<file path="src/srwc_defs.svh">
`ifndef SRWC_DEFS_SVH
`define SRWC_DEFS_SVH

// Register indices; byte address is four times the index
`define SRWC_IDX_CTRL    8'h29
`define SRWC_IDX_EN      8'h2a
`define SRWC_IDX_SETUP   8'h2b
`define SRWC_IDX_POS_LO  8'h2c
`define SRWC_IDX_POS_MID 8'h2d
`define SRWC_IDX_POS_HI  8'h2e
`define SRWC_IDX_STAT    8'h2f
`define SRWC_IDX_RES     8'h30
`define SRWC_IDX_DLY     8'h31

// Field positions
`define SRWC_CTRL_FINE   4
`define SRWC_SETUP_FINE  0
`define SRWC_STAT_DONE   0
`define SRWC_STAT_VALID  1
`define SRWC_STAT_BUSY   2
`define SRWC_DLY_INV     16

// Reset values
`define SRWC_CTRL_RST    5'h00
`define SRWC_SETUP_RST   8'h01
`define SRWC_DLY_RST     17'h00000

// Sizes and timing
`define SRWC_POS_N       24
`define SRWC_REF_EDGES   3
`define SRWC_CLK_NS      40
`define SRWC_SETTLE_NS   640
`define SRWC_SETTLE_CYC  ((`SRWC_SETTLE_NS + `SRWC_CLK_NS - 1) / `SRWC_CLK_NS)
`endif

</file>
<file path="src/srwc_pkg.sv">
package srwc_pkg;
    typedef enum logic [2:0] {
        CAL_IDLE  = 3'b000,
        CAL_SWEEP = 3'b001,
        CAL_PICK  = 3'b010,
        CAL_FINE  = 3'b011,
        CAL_DONE  = 3'b100
    } srwc_cal_t;

    typedef struct packed {
        logic        wreq;
        logic [31:0] rdata;
        logic [3:0]  sel;
        logic        fine_step;
        logic        en;
        logic        en_d;
        logic [7:0]  setup;
        logic        done;
        logic [16:0] res;
        logic [16:0] dly;
        logic [16:0] apply;
        srwc_cal_t   cal;
        logic        inv;
        logic [7:0]  coarse;
        logic [7:0]  fine;
        logic [7:0]  cnt;
        logic [7:0]  best0;
        logic        cap;
    } srwc_state_t;
endpackage

</file>
<file path="src/srwc_det_if.sv">
`timescale 1ns/1ps
interface srwc_det_if #(parameter int N = 24);
    logic [N-1:0] taps;
    logic [N-1:0] map;
    logic         valid;
    modport det (input taps, output map, output valid);
    modport ctl (output taps, input map, input valid);
endinterface

</file>
<file path="src/srwc_pos_detect.sv">
`timescale 1ns/1ps
`include "srwc_defs.svh"
module srwc_pos_detect #(
    parameter int N     = `SRWC_POS_N,
    parameter int EDGES = `SRWC_REF_EDGES
) (
    input wire logic clk,  // Device clock
    input wire logic rst,  // Async reset, high
    srwc_det_if.det  dif   // Taps in, map out
);
    typedef struct packed {
        logic [N-1:0] acc;
        logic [N-1:0] map;
        logic         valid;
        logic [1:0]   edges;
        logic         prev;
    } srwc_det_t;

    srwc_det_t    st_r;
    srwc_det_t    st_nxt;
    logic [N-1:0] risk;
    logic         ref_rise;

    always_comb begin
        risk = '0;
        // A level change between neighbours marks both as near the reference edge
        for (int i = 0; i < N - 1; i++) begin
            if (dif.taps[i] ^ dif.taps[i+1]) begin
                risk[i]   = 1'b1;
                risk[i+1] = 1'b1;
            end
        end
        ref_rise     = dif.taps[0] && !st_r.prev;
        st_nxt       = st_r;
        st_nxt.prev  = dif.taps[0];
        st_nxt.acc   = st_r.acc | risk;
        if (ref_rise) begin
            if (st_r.edges == 2'(EDGES - 1)) begin
                st_nxt.map      = st_r.acc | risk;
                st_nxt.map[0]   = 1'b1;
                st_nxt.map[N-1] = 1'b1;
                st_nxt.valid    = 1'b1;
                st_nxt.acc      = '0;
                st_nxt.edges    = 2'd0;
            end else begin
                st_nxt.edges = st_r.edges + 2'd1;
            end
        end
    end

    always_ff @(posedge clk or posedge rst) begin
        if (rst) begin
            st_r <= '0;
        end else begin
            st_r <= st_nxt;
        end
    end

    assign dif.map   = st_r.map;
    assign dif.valid = st_r.valid;
endmodule // srwc_pos_detect

</file>
<file path="src/srwc_top.sv">
`timescale 1ns/1ps
`include "srwc_defs.svh"
module srwc_top #(
    parameter int ADDR_W     = 10,
    parameter int SETTLE_CYC = `SRWC_SETTLE_CYC
) (
    input  wire logic              core_clk,         // Device clock, 25 MHz
    input  wire logic              rst,              // Async reset, high
    input  wire logic [ADDR_W-1:0] avs_address,      // Byte address
    input  wire logic              avs_read,         // Read request
    input  wire logic              avs_write,        // Write request
    input  wire logic [31:0]       avs_writedata,    // Write data
    input  wire logic [3:0]        avs_byteenable,   // Byte lanes
    output logic      [31:0]       avs_readdata,     // Read data
    output logic                   avs_waitrequest,  // Stall
    input  wire logic [23:0]       ref_taps,         // Reference at 24 delayed clocks
    input  wire logic              ref_at_fall,      // Reference seen high at clock falling edge
    output logic                   ref_capture,      // Reference at selected position
    output logic                   step_fine,        // Position step size
    output logic                   delay_inv,        // Clock invert delay
    output logic      [7:0]        delay_coarse,     // Coarse aperture delay
    output logic      [7:0]        delay_fine        // Fine aperture delay
);
    localparam logic [7:0] SETTLE_LAST = 8'(SETTLE_CYC - 1);
    localparam logic [7:0] STEP_LAST   = 8'hff;

    srwc_pkg::srwc_state_t st_r;
    srwc_pkg::srwc_state_t st_nxt;
    srwc_det_if #(.N(`SRWC_POS_N)) dif ();

    logic [7:0]  idx;
    logic        req;
    logic        wr_ok;
    logic        sel_tap;
    logic        step_end;
    logic [31:0] rd_val;

    assign dif.taps = ref_taps;

    srwc_pos_detect #(
        .N     (`SRWC_POS_N),
        .EDGES (`SRWC_REF_EDGES)
    ) u_det (
        .clk (core_clk),
        .rst (rst),
        .dif (dif)
    );

    assign idx      = avs_address[9:2];
    assign req      = avs_read || avs_write;
    assign wr_ok    = avs_write && !st_r.wreq;
    assign sel_tap  = ref_taps[st_r.sel];
    assign step_end = st_r.cnt == SETTLE_LAST;

    always_comb begin
        if (idx == `SRWC_IDX_POS_LO) begin
            rd_val = {24'h000000, dif.map[7:0]};
        end else if (idx == `SRWC_IDX_POS_MID) begin
            rd_val = {24'h000000, dif.map[15:8]};
        end else if (idx == `SRWC_IDX_POS_HI) begin
            rd_val = {24'h000000, dif.map[23:16]};
        end else if (idx == `SRWC_IDX_CTRL) begin
            rd_val = {27'h0000000, st_r.fine_step, st_r.sel};
        end else if (idx == `SRWC_IDX_EN) begin
            rd_val = {31'h00000000, st_r.en};
        end else if (idx == `SRWC_IDX_SETUP) begin
            rd_val = {24'h000000, st_r.setup};
        end else if (idx == `SRWC_IDX_STAT) begin
            rd_val = {29'h00000000, st_r.cal != srwc_pkg::CAL_IDLE, dif.valid, st_r.done};
        end else if (idx == `SRWC_IDX_RES) begin
            rd_val = {15'h0000, st_r.res};
        end else if (idx == `SRWC_IDX_DLY) begin
            rd_val = {15'h0000, st_r.dly};
        end else begin
            rd_val = 32'h00000000;
        end
    end

    always_comb begin
        st_nxt      = st_r;
        // One wait cycle per access; the write lands on the edge that sees it low
        st_nxt.wreq = !(req && st_r.wreq);
        if (avs_read && st_r.wreq) begin
            st_nxt.rdata = rd_val;
        end
        if (wr_ok) begin
            if (idx == `SRWC_IDX_CTRL && avs_byteenable[0]) begin
                st_nxt.sel       = avs_writedata[3:0];
                st_nxt.fine_step = avs_writedata[`SRWC_CTRL_FINE];
            end else if (idx == `SRWC_IDX_EN && avs_byteenable[0]) begin
                st_nxt.en = avs_writedata[0];
            end else if (idx == `SRWC_IDX_SETUP && avs_byteenable[0]) begin
                st_nxt.setup = avs_writedata[7:0];
            end else if (idx == `SRWC_IDX_DLY) begin
                if (avs_byteenable[0]) begin
                    st_nxt.dly[7:0] = avs_writedata[7:0];
                end
                if (avs_byteenable[1]) begin
                    st_nxt.dly[15:8] = avs_writedata[15:8];
                end
                if (avs_byteenable[2]) begin
                    st_nxt.dly[`SRWC_DLY_INV] = avs_writedata[`SRWC_DLY_INV];
                end
            end
        end

        st_nxt.en_d = st_r.en;
        st_nxt.cap  = sel_tap;

        case (st_r.cal)
            srwc_pkg::CAL_IDLE: begin
                if (st_r.en && !st_r.en_d) begin
                    st_nxt.done   = 1'b0;
                    st_nxt.cal    = srwc_pkg::CAL_SWEEP;
                    st_nxt.inv    = 1'b0;
                    st_nxt.coarse = 8'h00;
                    st_nxt.fine   = 8'h00;
                    st_nxt.cnt    = 8'h00;
                end
            end
            srwc_pkg::CAL_SWEEP: begin
                // Each step waits for the delay line and the reference to settle
                if (step_end) begin
                    st_nxt.cnt = 8'h00;
                    if (ref_at_fall || st_r.coarse == STEP_LAST) begin
                        if (!st_r.inv) begin
                            st_nxt.best0  = st_r.coarse;
                            st_nxt.inv    = 1'b1;
                            st_nxt.coarse = 8'h00;
                        end else begin
                            st_nxt.cal = srwc_pkg::CAL_PICK;
                        end
                    end else begin
                        st_nxt.coarse = st_r.coarse + 8'h01;
                    end
                end else begin
                    st_nxt.cnt = st_r.cnt + 8'h01;
                end
            end
            srwc_pkg::CAL_PICK: begin
                // Less coarse delay means less clock path loss; ties keep invert off
                if (st_r.best0 <= st_r.coarse) begin
                    st_nxt.inv    = 1'b0;
                    st_nxt.coarse = st_r.best0;
                end
                st_nxt.fine = 8'h00;
                st_nxt.cnt  = 8'h00;
                if (st_r.setup[`SRWC_SETUP_FINE]) begin
                    // Back off one coarse step so the fine sweep brackets the edge
                    if (st_nxt.coarse != 8'h00) begin
                        st_nxt.coarse = st_nxt.coarse - 8'h01;
                    end
                    st_nxt.cal = srwc_pkg::CAL_FINE;
                end else begin
                    st_nxt.cal = srwc_pkg::CAL_DONE;
                end
            end
            srwc_pkg::CAL_FINE: begin
                if (step_end) begin
                    st_nxt.cnt = 8'h00;
                    if (ref_at_fall || st_r.fine == STEP_LAST) begin
                        st_nxt.cal = srwc_pkg::CAL_DONE;
                    end else begin
                        st_nxt.fine = st_r.fine + 8'h01;
                    end
                end else begin
                    st_nxt.cnt = st_r.cnt + 8'h01;
                end
            end
            srwc_pkg::CAL_DONE: begin
                st_nxt.res  = {st_r.inv, st_r.coarse, st_r.fine};
                st_nxt.dly  = {st_r.inv, st_r.coarse, st_r.fine};
                st_nxt.done = 1'b1;
                st_nxt.cal  = srwc_pkg::CAL_IDLE;
            end
            default: begin
                st_nxt.cal = srwc_pkg::CAL_IDLE;
            end
        endcase

        // Dropping enable mid-search abandons it and leaves done low
        if (!st_r.en && st_r.cal != srwc_pkg::CAL_IDLE) begin
            st_nxt.cal = srwc_pkg::CAL_IDLE;
        end

        // Invert, coarse and fine drive the delay line independently
        if (st_nxt.cal == srwc_pkg::CAL_IDLE) begin
            st_nxt.apply = st_nxt.dly;
        end else begin
            st_nxt.apply = {st_nxt.inv, st_nxt.coarse, st_nxt.fine};
        end
    end

    always_ff @(posedge core_clk or posedge rst) begin
        if (rst) begin
            st_r           <= '0;
            st_r.wreq      <= 1'b1;
            {st_r.fine_step, st_r.sel} <= `SRWC_CTRL_RST;
            st_r.setup     <= `SRWC_SETUP_RST;
            st_r.dly       <= `SRWC_DLY_RST;
            st_r.apply     <= `SRWC_DLY_RST;
            st_r.cal       <= srwc_pkg::CAL_IDLE;
        end else begin
            st_r <= st_nxt;
        end
    end

    assign avs_readdata    = st_r.rdata;
    assign avs_waitrequest = st_r.wreq;
    assign ref_capture     = st_r.cap;
    assign step_fine       = st_r.fine_step;
    assign delay_inv       = st_r.apply[`SRWC_DLY_INV];
    assign delay_coarse    = st_r.apply[15:8];
    assign delay_fine      = st_r.apply[7:0];
endmodule // srwc_top

</file>
<file path="config.mk">
export PLATFORM = sky130hd
export DESIGN_NAME = srwc_top
export DESIGN_NICKNAME = d
export VERILOG_FILES = /design/src/srwc_pkg.sv /design/src/srwc_det_if.sv /design/src/srwc_pos_detect.sv /design/src/srwc_top.sv
export VERILOG_INCLUDE_DIRS = /design/src
export SDC_FILE = /design/constraint.sdc
export NUM_CORES = 1
export LEC_CHECK = 0
export BUFFER_PORTS_ARGS = -buffer_cell sky130_fd_sc_hd__buf_2
export CORE_UTILIZATION = 58
export DETAILED_ROUTE_END_ITERATION = 10
export GPL_ROUTABILITY_DRIVEN = 0
export PLACE_DENSITY = 0.81
export SKIP_LAST_GASP = 1
export SYNTH_ARGS = -nofsm -noshare
export SYNTH_HDL_FRONTEND = slang
export SYNTH_SLANG_ARGS = --single-unit
</file>
<file path="constraint.sdc">
create_clock -name core_clk -period 7.5 [get_ports core_clk]
set_input_delay 1.5 -clock core_clk [delete_from_list [all_inputs] [get_ports core_clk]]
set_output_delay 1.5 -clock core_clk [all_outputs]
set_load 0.01 [all_outputs]
</file>
==> results of run 1 <==
[metrics by stage]
stage	instance area [µm²]	power [mW]	utilization (%)	hold slack, ns
6_report	9726	2.632	65.92	0.4785
5_1_grt	9726	2.755	65.92	0.4903
4_1_cts	9726	2.619	65.92	0.4777
3_5_place_dp	9133	1.724	61.90	0.4629
3_3_place_gp	9133	1.705	61.90	0.4580
2_1_floorplan	8926	1.565	-	0.4449
[worst reg2reg max path, stage by stage (launching register included)]
cell      delay (ns)
dfrtp_1         0.50
inv_1           0.20
ha_1            0.33
a211o_1         0.26
o211ai_1        0.13
nand4_1         0.26
and2_1          0.28
a21oi_1         0.43
ha_1            0.26
nand4_1         0.12
o211ai_1        0.45
mux2_2          0.44
o31ai_1         0.36
[flip-flops by register name, summed over array words and instances, names as in the netlist, 8 cells and up]
signal	count
avs_readdata	17
delay_coarse	8
delay_fine	8
st_r	84
u_det.dif.map	23
u_det.st_r	25
[where the power goes]
part | total, mW | internal (mW) | leakage [nW] | switching, mW
Combinational | 0.583 | 0.214 | 1.97 | 0.368
Clock | 0.890 | 0.545 | 0.296 | 0.345
Sequential | 1.16 | 1.03 | 1.97 | 0.132
[how the worst max path moves through the flow]
stage	slack, ns	endpoint	start	depth (start not counted)
global route	3.19	delay_coarse[1]$_DFF_PP0_	st_r[30]$_DFF_PP0_	12
global placement	3.53	delay_fine[0]$_DFF_PP0_	avs_address[9]	7
floorplan	1.40	avs_readdata[0]$_DFFE_PP0P_	rst	1
detailed placement	3.46	delay_fine[7]$_DFF_PP0_	avs_address[9]	7
finish	3.34	delay_coarse[1]$_DFF_PP0_	st_r[30]$_DFF_PP0_	12
CTS	3.48	delay_coarse[1]$_DFF_PP0_	st_r[30]$_DFF_PP0_	12
[cells in the final DEF (no fill, tap or decap), types with 3 or more instances in the layout]
master     synthesis  final
and2_1             3      3
o31ai_1            8      8
clkbuf_8           0      3
inv_1             13     12
and4_1             3      3
dfrtp_1          168    168
nor2b_1            8      8
xor2_1             4      4
xnor2_1            6      6
or3_1             23     23
nand3b_1           3      3
nor2_1            89     89
a22oi_1            9      9
o21a_1             5      5
o21ai_0           70     70
nand4_1           16     16
o2bb2ai_1          3      3
o21bai_1           5      5
o22ai_1            6      6
mux4_2             5      5
clkbuf_16          0     17
bufinv_16          0      3
mux2_2            30     30
clkinv_2           0      4
mux2i_1           32     32
nand2b_1           6      6
o221ai_1           4      4
nand2_1          119    119
a22o_1             4      4
conb_1             1     15
a221oi_1           3      3
o211ai_1           5      5
nor3_1             9      9
ha_1              12     12
nand3_1           37     37
a21oi_1           76     76
a31oi_1           12     12
buf_2              5     93
a21o_1             6      6
and3_1             5      5
[layer usage]
metal	track usage, %	up-vias	part of all wire [%]
met1	36.64	3458	44
met5	0	-	0
met2	43.99	288	48
met4	8.178	0	2.0
li1	-	3368	-
met3	5.905	40	6.6
[cells by family after synthesis]
family / after synthesis / synth area share [%]
buffers and inverters: 100 / 6.430
XOR/XNOR: 10 / 0.9870
other: 1 / 0.04226
AND/OR/NAND/NOR: 339 / 17.94
flip-flops: 170 / 47.97
multiplexers: 67 / 8.686
AO/OA/AOI/OAI: 234 / 16.26
adder cells (fa/ha/maj): 12 / 1.692
[layout make-up]
cell class | count | share of cell area, %
tap | 184 | 2.367
clock buffer | 22 | 4.876
clock inverter | 8 | 1.222
timing repair buffer | 95 | 4.940
sequential | 170 | 43.77
multi-input combinational | 677 | 42.20
inverter | 15 | 0.6304
==> metrics.yaml, run 1 <==
ys_seq_elements: 170
period_minus_slack_ns: 4.159
synth_top_area_share_pct: 47.38
die_x_um: 125.7
synth_area_mm2: 0.008874
post_drt_wl_per_cell_um: 17.80
status: "complete, but fails checks"
avgSynthCellArea_um2: 9.511
cp.required_ns: 7.79
yosysUniqueCellTypes: 71
slowest_stage: "dfrtp_1"
cts_hold_buf: 0
synth.most_common_cell: "dfrtp_1"
viasPerCell: 6.109
synthCells: 933
dr.pass1.iters: 10
cts_resized: 0
whs_path_depth: 2
peakVddDrop_v: 0.0002274
timing.rr.start: "st_r[30]$_DFF_PP0_"
port_buffers: 93
layoutNonFillerInstCount: 1171
grt_usage_pct: 27.09
post-route-drc-count: 11
drive_above_1_share_pct: 18.03
rows: 44
vias: 7154
ys_dominant_reg_cell: "dfrtp_1"
first_iter_violations: 676
setup_viol_count_final: 0
maxCapViolCount: 0
nFillCells: 1154
grt_pass1_wl_um: 33640
synth_common_cells: "dfrtp_1, nand2_1, nor2_1, a21oi_1, o21ai_0"
finalMaxSlewViolations: 0
synth_area_leaders: "dfrtp_1, nand2_1, a21oi_1"
n_antenna_cell: 0
rsz0062_at_grt: "false"
dp_cells: 1141
multiInputGateArea_mm2: 0.004104
critPathTopFamily: "compound AO/OA/AOI/OAI gates"
numCtsBuffers: 17
hold_viol: 0
clk_pin_slew_ns: 0.06
grt_antenna_before_repair: 0
detail-route-antenna-nets: 0
grt_start_max_net_pins: 107
routed_wirelength_um: 20840
r2r-end: "delay_coarse[1]$_DFF_PP0_"
reg2reg_depth: 12
cp_cell_sequence: "inv_1, ha_1, a211o_1, o211ai_1, nand4_1, and2_1, a21oi_1, ha_1, nand4_1, o211ai_1, mux2_2, o31ai_1"
fmax_mhz: 240.4
failed_checks: "DRC"
cpPeakStageDelay_ns: 0.50
worst_pin_slew_ns: 0.9843
die_y_um: 125.7
post-place-ws_ns: 3.459
fin_setup_tns_ns: 0
synth_edf_count: 0
dp_hpwl_um: 14700
fin_ws_ns: 3.341
critical_path.max_fanout: 8
clk_root_buffer_cell: "clkbuf_16"
grt_pass1_vias: 6703
cp_num_buf_inv: 1
fin_crit_sh_pct: 55.46
synth_area_leader_cell: "dfrtp_1"
regArea_mm2: 0.004257
worst-setup-path-type: "reg2reg"
ys_warn_count: 0
start_kind: "flip-flop"
yosysSeqAreaShare_pct: 47.97
clock_skew_ns: 0.009044
start_util_pct: 60.14
overflow: 0
async_flop_share_pct: 100.0
cts_htree_levels: 4
cts_tree: "done"
regToRegSetupSlack_ns: 3.34
coreArea_mm2: 0.01475
max_slew_margin_pct: 34.38
final_nets: 1063
power_density_mw_per_mm2: 270.6
cts_buffer_depth: 2
crit_path_end_kind: "flip-flop"
cts_setup_buffers: 0
hold_class: "reg2reg"
num_io_pins: 127
arrival_ns: 4.45
cts.sinks: 170
worstHoldEndpoint: "st_r[71]$_DFFE_PP0P_"
leakage_nw: 4.235
die-area_mm2: 0.01580
area_growth_pct: 9.602
insertion_delay_ns: 0.43
min_from: "st_r[71]$_DFFE_PP0P_"
No activity file was read; power rests on OpenSTA's default activity.
==> run 2: changes to the inputs <==
CORE_UTILIZATION = 52   (was 58)
PLACE_DENSITY = 0.76   (was 0.81)
clock period = 3.61 ns   (was 7.5 ns; I/O delays follow)
==> run 2 against run 1 <==
The flow now finishes without violations. Combinational power rose by 130%. Global-route usage fell by 2.1 points. Clock power rose by 110%. First-iteration DRC count rose by 7.7%. Non-clock buffer count rose by 13. Via count fell by 0.35%. Critical path type unchanged.
==> metrics.yaml, run 2 (same netlist as run 1, synthesis figures left out) <==
grt_antenna_before_repair: 0  # unchanged
cts.sinks: 170  # unchanged
hold_viol: 0  # unchanged
multiInputGateArea_mm2: 0.004104  # unchanged
num_io_pins: 127  # unchanged
post_drt_wl_per_cell_um: 17.20  # was 17.80 µm
start_kind: "flip-flop"  # unchanged
cp.required_ns: 3.95  # was 7.79 ns
vias: 7129  # was 7,154
worst-setup-path-type: "reg2reg"  # unchanged
hold_class: "in2async"  # was reg2reg
cts_htree_levels: 4  # unchanged
start_util_pct: 53.32  # was 60.14%
first_iter_violations: 728  # was 676
cts_resized: 0  # unchanged
reg2reg_depth: 12  # unchanged
die_x_um: 132.6  # was 125.7 µm
period_minus_slack_ns: 3.328  # was 4.159 ns
regToRegSetupSlack_ns: 0.28  # was 3.34 ns
clock_skew_ns: 0.008936  # was 0.009044 ns
r2r-end: "delay_coarse[1]$_DFF_PP0_"  # unchanged
viasPerCell: 5.834  # was 6.109
rows: 47  # was 44
fin_crit_sh_pct: 92.20  # was 55.46%
post-route-drc-count: 0  # was 11
nFillCells: 1381  # was 1,154
clk_pin_slew_ns: 0.07  # was 0.06 ns
dp_hpwl_um: 15100  # was 14,700 µm
area_growth_pct: 11.11  # was 9.602%
n_antenna_cell: 0  # unchanged
clk_root_buffer_cell: "clkbuf_16"  # unchanged
fmax_mhz: 300.4  # was 240.4 MHz
setup_viol_count_final: 0  # unchanged
numCtsBuffers: 17  # unchanged
coreArea_mm2: 0.01664  # was 0.01475 mm²
cts_buffer_depth: 2  # unchanged
die-area_mm2: 0.01759  # was 0.01580 mm²
insertion_delay_ns: 0.44  # was 0.43 ns
worst_pin_slew_ns: 1.008  # was 0.9843 ns
detail-route-antenna-nets: 0  # unchanged
max_slew_margin_pct: 32.77  # was 34.38%
drive_above_1_share_pct: 19.36  # was 18.03%
crit_path_end_kind: "flip-flop"  # unchanged
cts_setup_buffers: 0  # unchanged
grt_usage_pct: 25.03  # was 27.09%
routed_wirelength_um: 21010  # was 20,840 µm
fin_setup_tns_ns: 0  # unchanged
top_register: "st_r"  # unchanged
grt_pass1_wl_um: 34610  # was 33,640 µm
dp_cells: 1190  # was 1,141
regArea_mm2: 0.004257  # unchanged
power_mw: 5.475  # was 2.632 mW
die_y_um: 132.6  # was 125.7 µm
overflow: 0  # unchanged
grt_pass1_vias: 6776  # was 6,703
cts_hold_buf: 0  # unchanged
power_density_mw_per_mm2: 555.3  # was 270.6 mW/mm²
met2_usage_pct: 40.20  # was 43.99%
grt_use_met3_pct: 4.368  # was 5.905%
leakage_nw: 4.273  # was 4.235 nW
grt_start_max_net_pins: 68  # was 107
grt_util_met1_pct: 34.52  # was 36.64%
top_usage_layer: "met2"  # unchanged
maxCapViolCount: 0  # unchanged
status: "completed"  # was complete, but fails checks
final_common_cell: "dfrtp_1"  # unchanged
port_buffers: 93  # unchanged
layoutNonFillerInstCount: 1222  # was 1,171
dr.pass1.iters: 8  # was 10
final_core_util_pct: 59.24  # was 65.92%
critical_path.max_fanout: 6  # was 8
arrival_ns: 3.66  # was 4.45 ns
cts_tree: "done"  # unchanged
rsz0062_at_grt: "false"  # unchanged
fin_ws_ns: 0.2816  # was 3.341 ns
post-place-ws_ns: 0.3628  # was 3.459 ns
largest_reg_flops: 84  # unchanged
timing.rr.start: "st_r[30]$_DFF_PP0_"  # unchanged
finalMaxSlewViolations: 0  # unchanged
peakVddDrop_v: 0.0003716  # was 0.0002274 V
final_nets: 1076  # was 1,063
final_cell_mix: "dfrtp_1, nand2_1, buf_2"  # unchanged
==> run 2: cell count changes in the layout (fill, tap and decap cells not counted) <==
cell | previous run | this run
buf_4 | 2 | 15
bufinv_16 | 3 | 2
clkbuf_1 | 2 | 1
clkbuf_8 | 3 | 1
clkinv_2 | 4 | 2
clkinvlp_4 | 0 | 6
inv_6 | 1 | 3
==> run 2: how the worst max path moves through the flow <==
stage                                   from                   endpoint  slack [ns]  cells past startpoint
after floorplan           st_r[30]$_DFF_PP0_  delay_coarse[1]$_DFF_PP0_        0.53                     12
after global placement    st_r[30]$_DFF_PP0_  delay_coarse[1]$_DFF_PP0_        0.42                     12
after detailed placement  st_r[30]$_DFF_PP0_  delay_coarse[1]$_DFF_PP0_        0.36                     12
after CTS                 st_r[30]$_DFF_PP0_  delay_coarse[1]$_DFF_PP0_        0.34                     12
after global routing      st_r[30]$_DFF_PP0_  delay_coarse[1]$_DFF_PP0_        0.11                     12
final                     st_r[30]$_DFF_PP0_  delay_coarse[1]$_DFF_PP0_        0.28                     12
==> run 2: power by group <==
group	internal (mW)	total [mW]	switching (mW)
Clock	1.04	1.83	0.784
Combinational	0.493	1.32	0.827
Sequential	2.13	2.33	0.195
Total	3.67	5.47	1.81
==> run 2: critical path: stages (launching register included) <==
cell and delay [ns]:
dfrtp_1 0.38, inv_1 0.17, ha_1 0.28, a211o_1 0.26
o211ai_1 0.13, nand4_1 0.23, and2_1 0.25, a21oi_1 0.32
ha_1 0.25, nand4_1 0.11, o211ai_1 0.26, mux2_2 0.41
o31ai_1 0.19
==> run 2: stage by stage <==
stage / cell area (µm²) / hold WS, ns
2_1_floorplan: 8930 / 0.4449
3_3_place_gp: 9274 / 0.4594
3_5_place_dp: 9274 / 0.4642
4_1_cts: 9859 / 0.1680
5_1_grt: 9859 / 0.1705
6_report: 9859 / 0.1746
==> run 2: per-layer routing <==
layer	vias up	wire [µm]
met1	3468	9473
met2	233	10020
li1	3397	-
met3	31	1101
met5	-	0
met4	0	420
==> run 2: area by class of cell <==
class	instances	area share [%]
clock buffer	19	4.492
clock inverter	13	1.447
inverter	15	0.6091
sequential	170	43.17
tap	220	2.792
multi-input combinational	677	41.62
timing repair buffer	108	5.863
